==> config.mk <==
export PLATFORM = sky130hd
export DESIGN_NAME = flash_erase_host
export DESIGN_NICKNAME = d
export VERILOG_FILES = /design/src/flash_host_pkg.sv /design/src/flash_erase_host.sv /design/src/flash_bus_cycle.sv
export VERILOG_INCLUDE_DIRS = /design/src
export SDC_FILE = /design/constraint.sdc
export NUM_CORES = 1
export LEC_CHECK = 0
export ABC_AREA = 1
export ABC_CLOCK_PERIOD_IN_PS = 2380
export BUFFER_PORTS_ARGS = -buffer_cell sky130_fd_sc_hd__buf_2
export CAP_MARGIN = 30
export CORE_MARGIN = 2
export CORE_UTILIZATION = 28
export CTS_CLUSTER_SIZE = 40
export DETAILED_ROUTE_END_ITERATION = 16
export SLEW_MARGIN = 25
export SYNTH_ARGS = -nofsm -noshare
export SYNTH_HDL_FRONTEND = slang
export SYNTH_HIERARCHICAL = 1
export SYNTH_SLANG_ARGS = --single-unit
==> constraint.sdc <==
create_clock -name REF_CLK -period 2.38 [get_ports REF_CLK]
set_input_delay 0.119 -clock REF_CLK [delete_from_list [all_inputs] [get_ports REF_CLK]]
set_output_delay 0.119 -clock REF_CLK [all_outputs]
set_load 0.01 [all_outputs]
==> src/flash_host_consts.svh <==
`ifndef FLASH_HOST_CONSTS_SVH
`define FLASH_HOST_CONSTS_SVH

// Clock rate
`define REF_MHZ         100

// APB register offsets
`define REG_CTRL        8'h00
`define REG_CMD         8'h04
`define REG_STATUS      8'h08

// Control fields
`define CTRL_BYTE_BIT   0
`define CTRL_SEC_LO     8
`define CTRL_SEC_HI     14

// Command field
`define CMD_LO          0
`define CMD_HI          2

// Status fields
`define ST_BUSY         0
`define ST_PHASE_LO     1
`define ST_PHASE_HI     2
`define ST_REFUSED      3
`define ST_READY_BUSY   4
`define ST_WINDOW       5
`define ST_COUNT_LO     8
`define ST_COUNT_HI     15
`define ST_DATA_LO      16
`define ST_DATA_HI      31

// Flash command data
`define D_UNLOCK1       16'h00aa
`define D_UNLOCK2       16'h0055
`define D_SETUP         16'h0080
`define D_SECTOR        16'h0030
`define D_SUSPEND       16'h00b0
`define D_RESUME        16'h0030
`define D_RESET         16'h00f0

// Unlock addresses
`define A_W_FIRST       20'h00555
`define A_W_SECOND      20'h002aa
`define A_B_FIRST       20'h00aaa
`define A_B_SECOND      20'h00555

// Sequence lengths
`define ERASE_CYCLES    3'd6

// Status bit positions read back
`define DQ_POLL         7
`define DQ_TIMER        3

// Times in ns or us and derived cycle counts
`define T_WP_NS         35
`define T_WPH_NS        20
`define T_ACC_NS        70
`define T_WINDOW_US     50
`define T_SUSPEND_US    20
`define WP_CYC          ((`T_WP_NS * `REF_MHZ + 999) / 1000)
`define WPH_CYC         ((`T_WPH_NS * `REF_MHZ + 999) / 1000)
`define ACC_CYC         ((`T_ACC_NS * `REF_MHZ + 999) / 1000)
`define WINDOW_CYC      (`T_WINDOW_US * `REF_MHZ)
`define SUSPEND_CYC     (`T_SUSPEND_US * `REF_MHZ)
// Margin before window end, covers command to strobe delay
`define WIN_GUARD       16

`endif

==> src/flash_host_pkg.sv <==
package flash_host_pkg;

  typedef struct packed {
    logic        wr;
    logic [19:0] addr;
    logic [15:0] data;
  } flash_req_t;

  typedef enum logic [1:0] {
    PH_IDLE   = 2'b00,
    PH_WINDOW = 2'b01,
    PH_ERASE  = 2'b10,
    PH_SUSP   = 2'b11
  } phase_t;

  typedef enum logic [2:0] {
    OP_NONE    = 3'b000,
    OP_ERASE   = 3'b001,
    OP_ADD     = 3'b010,
    OP_SUSPEND = 3'b011,
    OP_RESUME  = 3'b100,
    OP_READ    = 3'b101,
    OP_RESET   = 3'b110
  } op_t;

  typedef enum logic [1:0] {
    SQ_IDLE  = 2'b00,
    SQ_ISSUE = 2'b01,
    SQ_WAIT  = 2'b10,
    SQ_SUSP  = 2'b11
  } seq_state_t;

  typedef enum logic [1:0] {
    CY_IDLE   = 2'b00,
    CY_SETUP  = 2'b01,
    CY_STROBE = 2'b10,
    CY_HOLD   = 2'b11
  } cyc_state_t;

endpackage

==> src/flash_erase_host.sv <==
`timescale 1ns/1ps
`include "flash_host_consts.svh"

module flash_erase_host
  import flash_host_pkg::*;
#(
  parameter int WINDOW_CYC  = `WINDOW_CYC,
  parameter int SUSPEND_CYC = `SUSPEND_CYC
) (
  input  wire logic        REF_CLK,
  input  wire logic        SRST,
  input  wire logic        PSEL,
  input  wire logic        PENABLE,
  input  wire logic        PWRITE,
  input  wire logic [7:0]  PADDR,
  input  wire logic [31:0] PWDATA,
  output logic [31:0]      PRDATA,
  output logic             PREADY,
  output logic             PSLVERR,
  output logic [19:0]      FL_ADDR,
  output logic [15:0]      FL_DQ_O,
  output logic             FL_DQ_OE,
  input  wire logic [15:0] FL_DQ_I,
  output logic             FL_CE_N,
  output logic             FL_WE_N,
  output logic             FL_OE_N,
  output logic             FL_BYTE_N,
  input  wire logic        READY_BUSY_N
);

  localparam logic [15:0] WIN_LAST  = 16'(WINDOW_CYC - 1);
  localparam logic [15:0] WIN_OPEN  = 16'(WINDOW_CYC - `WIN_GUARD);
  localparam logic [15:0] SUSP_LAST = 16'(SUSPEND_CYC - 1);

  // Unlock address by mode
  function automatic logic [19:0] unlock_addr(input logic byte_m, input logic second);
    if (byte_m) begin
      unlock_addr = second ? `A_B_SECOND : `A_B_FIRST;
    end else begin
      unlock_addr = second ? `A_W_SECOND : `A_W_FIRST;
    end
  endfunction

  // Sector address, bits A18..A12 (word mode) or A19..A13 (byte mode) carry the sector number
  function automatic logic [19:0] sector_addr(input logic byte_m, input logic [6:0] sec);
    sector_addr = byte_m ? {sec, 13'h0000} : {1'b0, sec, 12'h000};
  endfunction

  // Bus cycle for a given operation and step
  function automatic flash_req_t cycle_of(input op_t op, input logic [2:0] idx,
                                          input logic byte_m, input logic [6:0] sec);
    cycle_of.wr   = 1'b1;
    cycle_of.addr = unlock_addr(byte_m, 1'b0);
    cycle_of.data = `D_RESET;
    case (op)
      OP_ERASE: begin
        case (idx)
          3'd0, 3'd3: cycle_of.data = `D_UNLOCK1;
          3'd1, 3'd4: begin
            cycle_of.addr = unlock_addr(byte_m, 1'b1);
            cycle_of.data = `D_UNLOCK2;
          end
          3'd2:    cycle_of.data = `D_SETUP;
          default: begin
            cycle_of.addr = sector_addr(byte_m, sec);
            cycle_of.data = `D_SECTOR;
          end
        endcase
      end
      OP_ADD: begin
        cycle_of.addr = sector_addr(byte_m, sec);
        cycle_of.data = `D_SECTOR;
      end
      OP_SUSPEND: cycle_of.data = `D_SUSPEND;
      OP_RESUME:  cycle_of.data = `D_RESUME;
      OP_READ: begin
        cycle_of.wr   = 1'b0;
        cycle_of.addr = sector_addr(byte_m, sec);
      end
      default: cycle_of.data = `D_RESET;
    endcase
  endfunction

  logic             byte_r, byte_nxt;
  logic [6:0]       sec_r, sec_nxt;
  phase_t           phase_r, phase_nxt;
  seq_state_t       sq_r, sq_nxt;
  op_t              op_r, op_nxt;
  logic [2:0]       idx_r, idx_nxt;
  logic [15:0]      win_r, win_nxt;
  logic [15:0]      susp_r, susp_nxt;
  logic             refused_r, refused_nxt;
  logic [7:0]       count_r, count_nxt;
  logic [15:0]      last_r, last_nxt;
  logic             pready_nxt, pslverr_nxt;
  logic [31:0]      prdata_nxt;
  logic             req_valid_r, req_valid_nxt;
  flash_req_t       req_r, req_nxt;
  logic             cyc_done;
  logic [15:0]      cyc_rdata;
  logic             wr_take, cmd_wr, accept;
  op_t              cmd_op;
  logic [2:0]       last_idx;

  assign wr_take = PSEL & PENABLE & PREADY & PWRITE;
  assign cmd_wr  = wr_take & (PADDR == `REG_CMD);
  assign cmd_op  = op_t'(PWDATA[`CMD_HI:`CMD_LO]);

  // Host-side admission of each command by phase
  always_comb begin
    accept = 1'b0;
    case (cmd_op)
      OP_ERASE:   accept = (phase_r == PH_IDLE);
      OP_ADD:     accept = (phase_r == PH_WINDOW) && (win_r < WIN_OPEN);
      OP_SUSPEND: accept = (phase_r == PH_WINDOW) || (phase_r == PH_ERASE);
      OP_RESUME:  accept = (phase_r == PH_SUSP);
      OP_READ:    accept = 1'b1;
      OP_RESET:   accept = (phase_r != PH_ERASE);
      default:    accept = 1'b0;
    endcase
  end

  // APB slave, two-cycle access, registered answer
  always_comb begin
    pready_nxt  = PSEL & PENABLE & ~PREADY;
    pslverr_nxt = 1'b0;
    prdata_nxt  = 32'h0000_0000;
    if (PSEL & PENABLE & ~PREADY) begin
      case (PADDR)
        `REG_CTRL: begin
          prdata_nxt[`CTRL_BYTE_BIT]          = byte_r;
          prdata_nxt[`CTRL_SEC_HI:`CTRL_SEC_LO] = sec_r;
        end
        `REG_CMD: prdata_nxt[`CMD_HI:`CMD_LO] = op_r;
        `REG_STATUS: begin
          prdata_nxt[`ST_BUSY]                 = (sq_r != SQ_IDLE);
          prdata_nxt[`ST_PHASE_HI:`ST_PHASE_LO] = phase_r;
          prdata_nxt[`ST_REFUSED]              = refused_r;
          prdata_nxt[`ST_READY_BUSY]           = READY_BUSY_N;
          prdata_nxt[`ST_WINDOW]               = (phase_r == PH_WINDOW);
          prdata_nxt[`ST_COUNT_HI:`ST_COUNT_LO] = count_r;
          prdata_nxt[`ST_DATA_HI:`ST_DATA_LO]   = last_r;
        end
        default: pslverr_nxt = 1'b1;
      endcase
    end
  end

  // Command sequencing and phase tracking
  always_comb begin
    byte_nxt      = byte_r;
    sec_nxt       = sec_r;
    phase_nxt     = phase_r;
    sq_nxt        = sq_r;
    op_nxt        = op_r;
    idx_nxt       = idx_r;
    win_nxt       = win_r;
    susp_nxt      = susp_r;
    refused_nxt   = refused_r;
    count_nxt     = count_r;
    last_nxt      = last_r;
    req_valid_nxt = 1'b0;
    req_nxt       = req_r;
    last_idx      = (op_r == OP_ERASE) ? (`ERASE_CYCLES - 3'd1) : 3'd0;

    if (wr_take && (PADDR == `REG_CTRL)) begin
      byte_nxt = PWDATA[`CTRL_BYTE_BIT];
      sec_nxt  = PWDATA[`CTRL_SEC_HI:`CTRL_SEC_LO];
    end
    if (wr_take && (PADDR == `REG_STATUS) && PWDATA[`ST_REFUSED]) begin
      refused_nxt = 1'b0;
    end

    // Window keeps running while a cycle is on the bus
    if (phase_r == PH_WINDOW) begin
      if (win_r == WIN_LAST) begin
        phase_nxt = PH_ERASE;
      end else begin
        win_nxt = win_r + 16'h0001;
      end
    end

    case (sq_r)
      SQ_IDLE: begin
        if (cmd_wr) begin
          if (accept && (phase_nxt == phase_r)) begin
            op_nxt  = cmd_op;
            idx_nxt = 3'd0;
            sq_nxt  = SQ_ISSUE;
          end else begin
            refused_nxt = 1'b1;
          end
        end
      end
      SQ_ISSUE: begin
        req_nxt       = cycle_of(op_r, idx_r, byte_r, sec_r);
        req_valid_nxt = 1'b1;
        sq_nxt        = SQ_WAIT;
      end
      SQ_WAIT: begin
        // Cycles follow back to back with no gap for interruption
        if (cyc_done) begin
          if (idx_r != last_idx) begin
            idx_nxt = idx_r + 3'd1;
            sq_nxt  = SQ_ISSUE;
          end else begin
            sq_nxt = SQ_IDLE;
            case (op_r)
              OP_ERASE: begin
                phase_nxt = PH_WINDOW;
                win_nxt   = 16'h0000;
                count_nxt = 8'h01;
              end
              OP_ADD: begin
                win_nxt   = 16'h0000;
                count_nxt = count_r + 8'h01;
              end
              OP_SUSPEND: begin
                if (phase_r == PH_WINDOW) begin
                  phase_nxt = PH_SUSP;
                end else begin
                  susp_nxt = 16'h0000;
                  sq_nxt   = SQ_SUSP;
                end
              end
              OP_RESUME: phase_nxt = PH_ERASE;
              OP_RESET: begin
                phase_nxt = (phase_r == PH_SUSP) ? PH_SUSP : PH_IDLE;
                count_nxt = (phase_r == PH_SUSP) ? count_r : 8'h00;
              end
              OP_READ: begin
                last_nxt = cyc_rdata;
                if (phase_r == PH_ERASE && cyc_rdata[`DQ_POLL]) begin
                  phase_nxt = PH_IDLE;
                  count_nxt = 8'h00;
                end
                if (phase_r == PH_WINDOW && cyc_rdata[`DQ_TIMER]) begin
                  phase_nxt = PH_ERASE;
                end
              end
              default: sq_nxt = SQ_IDLE;
            endcase
          end
        end
      end
      SQ_SUSP: begin
        // Wait out the longest suspend latency
        if (susp_r == SUSP_LAST) begin
          phase_nxt = PH_SUSP;
          sq_nxt    = SQ_IDLE;
        end else begin
          susp_nxt = susp_r + 16'h0001;
        end
      end
      default: sq_nxt = SQ_IDLE;
    endcase

    // Any command written while the sequencer is busy sets the sticky flag
    if (cmd_wr && sq_r != SQ_IDLE) begin
      refused_nxt = 1'b1;
    end
  end

  always_ff @(posedge REF_CLK) begin
    if (SRST) begin
      PREADY      <= 1'b0;
      PSLVERR     <= 1'b0;
      PRDATA      <= 32'h0000_0000;
      byte_r      <= 1'b0;
      FL_BYTE_N   <= 1'b1;
      sec_r       <= 7'h00;
      phase_r     <= PH_IDLE;
      sq_r        <= SQ_IDLE;
      op_r        <= OP_NONE;
      idx_r       <= 3'd0;
      win_r       <= 16'h0000;
      susp_r      <= 16'h0000;
      refused_r   <= 1'b0;
      count_r     <= 8'h00;
      last_r      <= 16'h0000;
      req_valid_r <= 1'b0;
      req_r       <= '0;
    end else begin
      PREADY      <= pready_nxt;
      PSLVERR     <= pslverr_nxt;
      PRDATA      <= prdata_nxt;
      byte_r      <= byte_nxt;
      FL_BYTE_N   <= ~byte_nxt;
      sec_r       <= sec_nxt;
      phase_r     <= phase_nxt;
      sq_r        <= sq_nxt;
      op_r        <= op_nxt;
      idx_r       <= idx_nxt;
      win_r       <= win_nxt;
      susp_r      <= susp_nxt;
      refused_r   <= refused_nxt;
      count_r     <= count_nxt;
      last_r      <= last_nxt;
      req_valid_r <= req_valid_nxt;
      req_r       <= req_nxt;
    end
  end

  // Pin timing, strobe edges per cycle
  flash_bus_cycle u_cycle (
    .clk       (REF_CLK),
    .srst      (SRST),
    .req_valid (req_valid_r),
    .req       (req_r),
    .done      (cyc_done),
    .rdata     (cyc_rdata),
    .addr      (FL_ADDR),
    .dq_o      (FL_DQ_O),
    .dq_oe     (FL_DQ_OE),
    .ce_n      (FL_CE_N),
    .we_n      (FL_WE_N),
    .oe_n      (FL_OE_N),
    .dq_i      (FL_DQ_I)
  );

endmodule

==> src/flash_bus_cycle.sv <==
`timescale 1ns/1ps
`include "flash_host_consts.svh"

module flash_bus_cycle
  import flash_host_pkg::*;
#(
  parameter int WP_CYC  = `WP_CYC,
  parameter int WPH_CYC = `WPH_CYC,
  parameter int ACC_CYC = `ACC_CYC
) (
  input  wire logic        clk,
  input  wire logic        srst,
  input  wire logic        req_valid,
  input  wire flash_req_t  req,
  output logic             done,
  output logic [15:0]      rdata,
  output logic [19:0]      addr,
  output logic [15:0]      dq_o,
  output logic             dq_oe,
  output logic             ce_n,
  output logic             we_n,
  output logic             oe_n,
  input  wire logic [15:0] dq_i
);

  cyc_state_t  st_r, st_nxt;
  logic [7:0]  cnt_r, cnt_nxt;
  logic        wr_r, wr_nxt;
  logic        done_nxt, dq_oe_nxt, ce_n_nxt, we_n_nxt, oe_n_nxt;
  logic [15:0] rdata_nxt, dq_o_nxt;
  logic [19:0] addr_nxt;

  always_comb begin
    st_nxt    = st_r;
    cnt_nxt   = cnt_r;
    wr_nxt    = wr_r;
    done_nxt  = 1'b0;
    rdata_nxt = rdata;
    addr_nxt  = addr;
    dq_o_nxt  = dq_o;
    dq_oe_nxt = dq_oe;
    ce_n_nxt  = ce_n;
    we_n_nxt  = we_n;
    oe_n_nxt  = oe_n;
    case (st_r)
      CY_IDLE: begin
        if (req_valid) begin
          addr_nxt  = req.addr;
          dq_o_nxt  = req.data;
          wr_nxt    = req.wr;
          dq_oe_nxt = req.wr;
          ce_n_nxt  = 1'b0;
          st_nxt    = CY_SETUP;
        end
      end
      CY_SETUP: begin
        // Address latched at falling strobe edge
        if (wr_r) begin
          we_n_nxt = 1'b0;
          cnt_nxt  = 8'(WP_CYC);
        end else begin
          oe_n_nxt = 1'b0;
          cnt_nxt  = 8'(ACC_CYC);
        end
        st_nxt = CY_STROBE;
      end
      CY_STROBE: begin
        cnt_nxt = cnt_r - 8'h01;
        if (cnt_r == 8'h01) begin
          // Data latched at rising strobe edge
          we_n_nxt = 1'b1;
          oe_n_nxt = 1'b1;
          if (!wr_r) begin
            rdata_nxt = dq_i;
          end
          cnt_nxt = 8'(WPH_CYC);
          st_nxt  = CY_HOLD;
        end
      end
      CY_HOLD: begin
        cnt_nxt = cnt_r - 8'h01;
        if (cnt_r == 8'h01) begin
          ce_n_nxt  = 1'b1;
          dq_oe_nxt = 1'b0;
          done_nxt  = 1'b1;
          st_nxt    = CY_IDLE;
        end
      end
      default: st_nxt = CY_IDLE;
    endcase
  end

  always_ff @(posedge clk) begin
    if (srst) begin
      st_r  <= CY_IDLE;
      cnt_r <= 8'h00;
      wr_r  <= 1'b0;
      done  <= 1'b0;
      rdata <= 16'h0000;
      addr  <= 20'h00000;
      dq_o  <= 16'h0000;
      dq_oe <= 1'b0;
      ce_n  <= 1'b1;
      we_n  <= 1'b1;
      oe_n  <= 1'b1;
    end else begin
      st_r  <= st_nxt;
      cnt_r <= cnt_nxt;
      wr_r  <= wr_nxt;
      done  <= done_nxt;
      rdata <= rdata_nxt;
      addr  <= addr_nxt;
      dq_o  <= dq_o_nxt;
      dq_oe <= dq_oe_nxt;
      ce_n  <= ce_n_nxt;
      we_n  <= we_n_nxt;
      oe_n  <= oe_n_nxt;
    end
  end

endmodule

==> results.toml <==
[clocking]
cts_buffer_depth = 2
cts-root-buf = "clkbuf_16"
clock_latency_ns = 0.44
post_cts_buffers = 0
tritoncts = "yes"
cts_sinks = 195
cts_made_buffers = 17
cts_max_level = 4
clk_pin_slew_ns = 0.07

[layout]
layout_commonest_cell = "dfxtp_1"
fin_util = 0.346
drive_gt1_frac = 0.185
final_cell_mix = "195 x dfxtp_1, 181 x nor2_1, 146 x nand2_1"
antenna_cells = 0
areaGrowthSynthToFinish_pct = 21.0
stdcell_area_mm2 = 0.0106
nets = 1379

[detailed_routing]
wl_per_cell_um = 12.9
wl_um = 22000
postRouteAntennaNets = 0
drtPass1Iterations = 6
vias = 7738
drtIter0Drc = 555
drc = 0
vias_per_cell = 4.55

[timing]
fin_crit_ns = 2.14
finalMaxSlewViolations = 0
clock_skew_ns = 0.00884
finalSetupTns_ns = 0
rsz0062_at_grt = "false"
slew_headroom = 0.635
timing_hold_violations_final = 0
post-route-period-util = 0.900
fmax_ghz = 0.467
tightest_slew_ns = 0.547
setup_violations = 0

[power]
ir_drop_mv = 0.466
p_leak_uw = 0.00430
power_density_mw_per_mm2 = 751

[placement]
gp_congestion = 0.855
io_buffers = 113
place_hpwl_um = 15800
place_area_mm2 = 0.00979

[worst_setup_path]
critPathKind = "flop to flop"
r2r_start = "phase_r[1]"
cp_max_fo = 8
required_ns = 2.72
cp.arrival_ns = 2.48
r2r-end = "idx_r[0]"
ff2ff_path_depth = 13
start_kind = "flop"
rrSetupSlack_ns = 0.24
cp-end-kind = "flop"

[yosys]
syn_area_per_cell_um2 = 7.65
synth.distinct_cells = 53
yosys-top-cells-area = "dfxtp_1 44%, nor2_1 7.7%, nand2_1 6.2%, o21ai_0 5.8%, inv_1 5.4%"
netlist_instances = 1148
syn_area_mm2 = 0.00879
ys_warn_count = 6
synth_top_area_cell = "dfxtp_1"
yosysTopAreaCellShare = 0.444
synth_seq_cells = 195
ys_seq_area_frac = 0.444

[grt]
grt_use_total = 0.137
grt_pass1_wl_um = 36300
antenna_found_initial = 0
grt_overflow_total = 0
grt_max_degree = 42
grt_pass1_vias = 7157

[worst_hold_path]
worstHoldEndpoint = "PREADY"
holdCritPathClass = "primary input to flop"
worstHoldStart = "SRST"
hold_depth = 2

[die]
start_util = 0.286
die_h_um = 181
core_area_mm2 = 0.0307
rows = 64
die_w_um = 181
fp.dieArea_mm2 = 0.0328
io_pins = 137

[outcome]
status = "finished, final reports clean"

[flow_run]
maxCapViolations = 0
==> worst max-delay path by stage <==
stage | startpoint | cells past startpoint | slack (ns) | to
floorplan | phase_r[1] | 14 | 0.60 | idx_r[0]
global placement | phase_r[1] | 13 | 0.25 | idx_r[0]
detailed placement | phase_r[1] | 13 | 0.30 | idx_r[0]
CTS | PENABLE | 7 | 0.09 | PRDATA[2]
global route | phase_r[1] | 13 | 0.03 | idx_r[0]
finish | phase_r[1] | 13 | 0.24 | idx_r[0]
==> metrics by stage <==
stage / instances / worst slack [ns] / total power (uW) / hold slack, ns
2_1_floorplan: 1157 / 0.597 / 4910 / 0.215
3_3_place_gp: 1642 / 0.247 / 5230 / 0.336
3_5_place_dp: 1642 / 0.296 / 5250 / 0.343
4_1_cts: 1702 / 0.0884 / 8090 / 0.0197
5_1_grt: 1702 / 0.0287 / 8460 / 0.0216
6_report: 1702 / 0.237 / 7990 / 0.0228
==> kinds of logic after synthesis <==
family | count (synthesis) | synth area share
xor gates and xnor gates | 18 | 0.0179
and+or+nand+nor | 496 | 0.266
DFF | 195 | 0.444
buffers and inverters | 178 | 0.0836
adders and majority gates | 24 | 0.0342
AOI/OAI and AO/OA | 236 | 0.153
other | 1 | 0.000427
==> cell type report <==
class                      instances  area [um2]
timing repair buffer             158         973
multi-input combinational        784        4180
inverter                         137         514
clock inverter                    14         124
tap                              396         495
clock buffer                      18         439
fill                            3308       20100
sequential                       195        3900
==> repair_timing <==
action | CTS | global route
gates resized for setup | 0 | 1
endpoints found under the hold margin | 27 | 0
hold buffers | 28 | 0
endpoints found under the setup margin | 0 | 3
==> state kept, by name, indices dropped and copies added (netlist names), 2 cells and up <==
name,flops
susp_r,16
op_r,3
count_r,8
u_cycle/rdata,16
idx_r,3
last_r,16
u_cycle/dq_o,16
phase_r,2
u_cycle/addr,20
PRDATA,30
sec_r,7
u_cycle/cnt_r,8
u_cycle/st_r,2
win_r,16
req_r,18
sq_r,2
==> Yosys cell counts, drive strengths merged <==
cell     count
o21a         5
nand3b       1
buf         18
nor2       191
nor4         3
dfxtp      195
a211oi       1
o32ai        9
ha          24
o22ai        3
nand4       22
nor3b        1
clkbuf      23
o21ai      109
conb         1
o211ai       2
a311oi       1
a21oi       90
o21bai       3
xor2        15
o221ai       2
nor3        24
nand3       77
a22oi        1
o2111ai      1
inv        134
a31oi        8
nand2      167
xnor2        3
o31ai        1
or2         10
clkinv       3
==> power by group <==
group	switching, uW	internal, uW	total, uW
combinational	1060	568	1630
clock	1380	1400	2780
sequential	139	3440	3580
total	2570	5410	7990
==> worst max-delay path, cell delays in order, from the launching register on <==
cell	delay [ns]
dfxtp_1	0.35
inv_1	0.13
ha_1	0.35
inv_1	0.10
nor2_1	0.10
nand3_1	0.08
nor2_1	0.10
nand2_1	0.06
nand2_1	0.07
nand4_1	0.18
nand2_1	0.17
nand3_1	0.12
o21ai_0	0.18
inv_1	0.05
==> per-layer routing <==
layer	GRT usage	vias up	share of wire
met5	0	-	0
met2	0.219	178	0.45
met1	0.183	3497	0.49
met4	0.0400	0	0.013
met3	0.0308	22	0.053
li1	-	4041	-
Note: power is estimated with default switching activity, not from simulation.
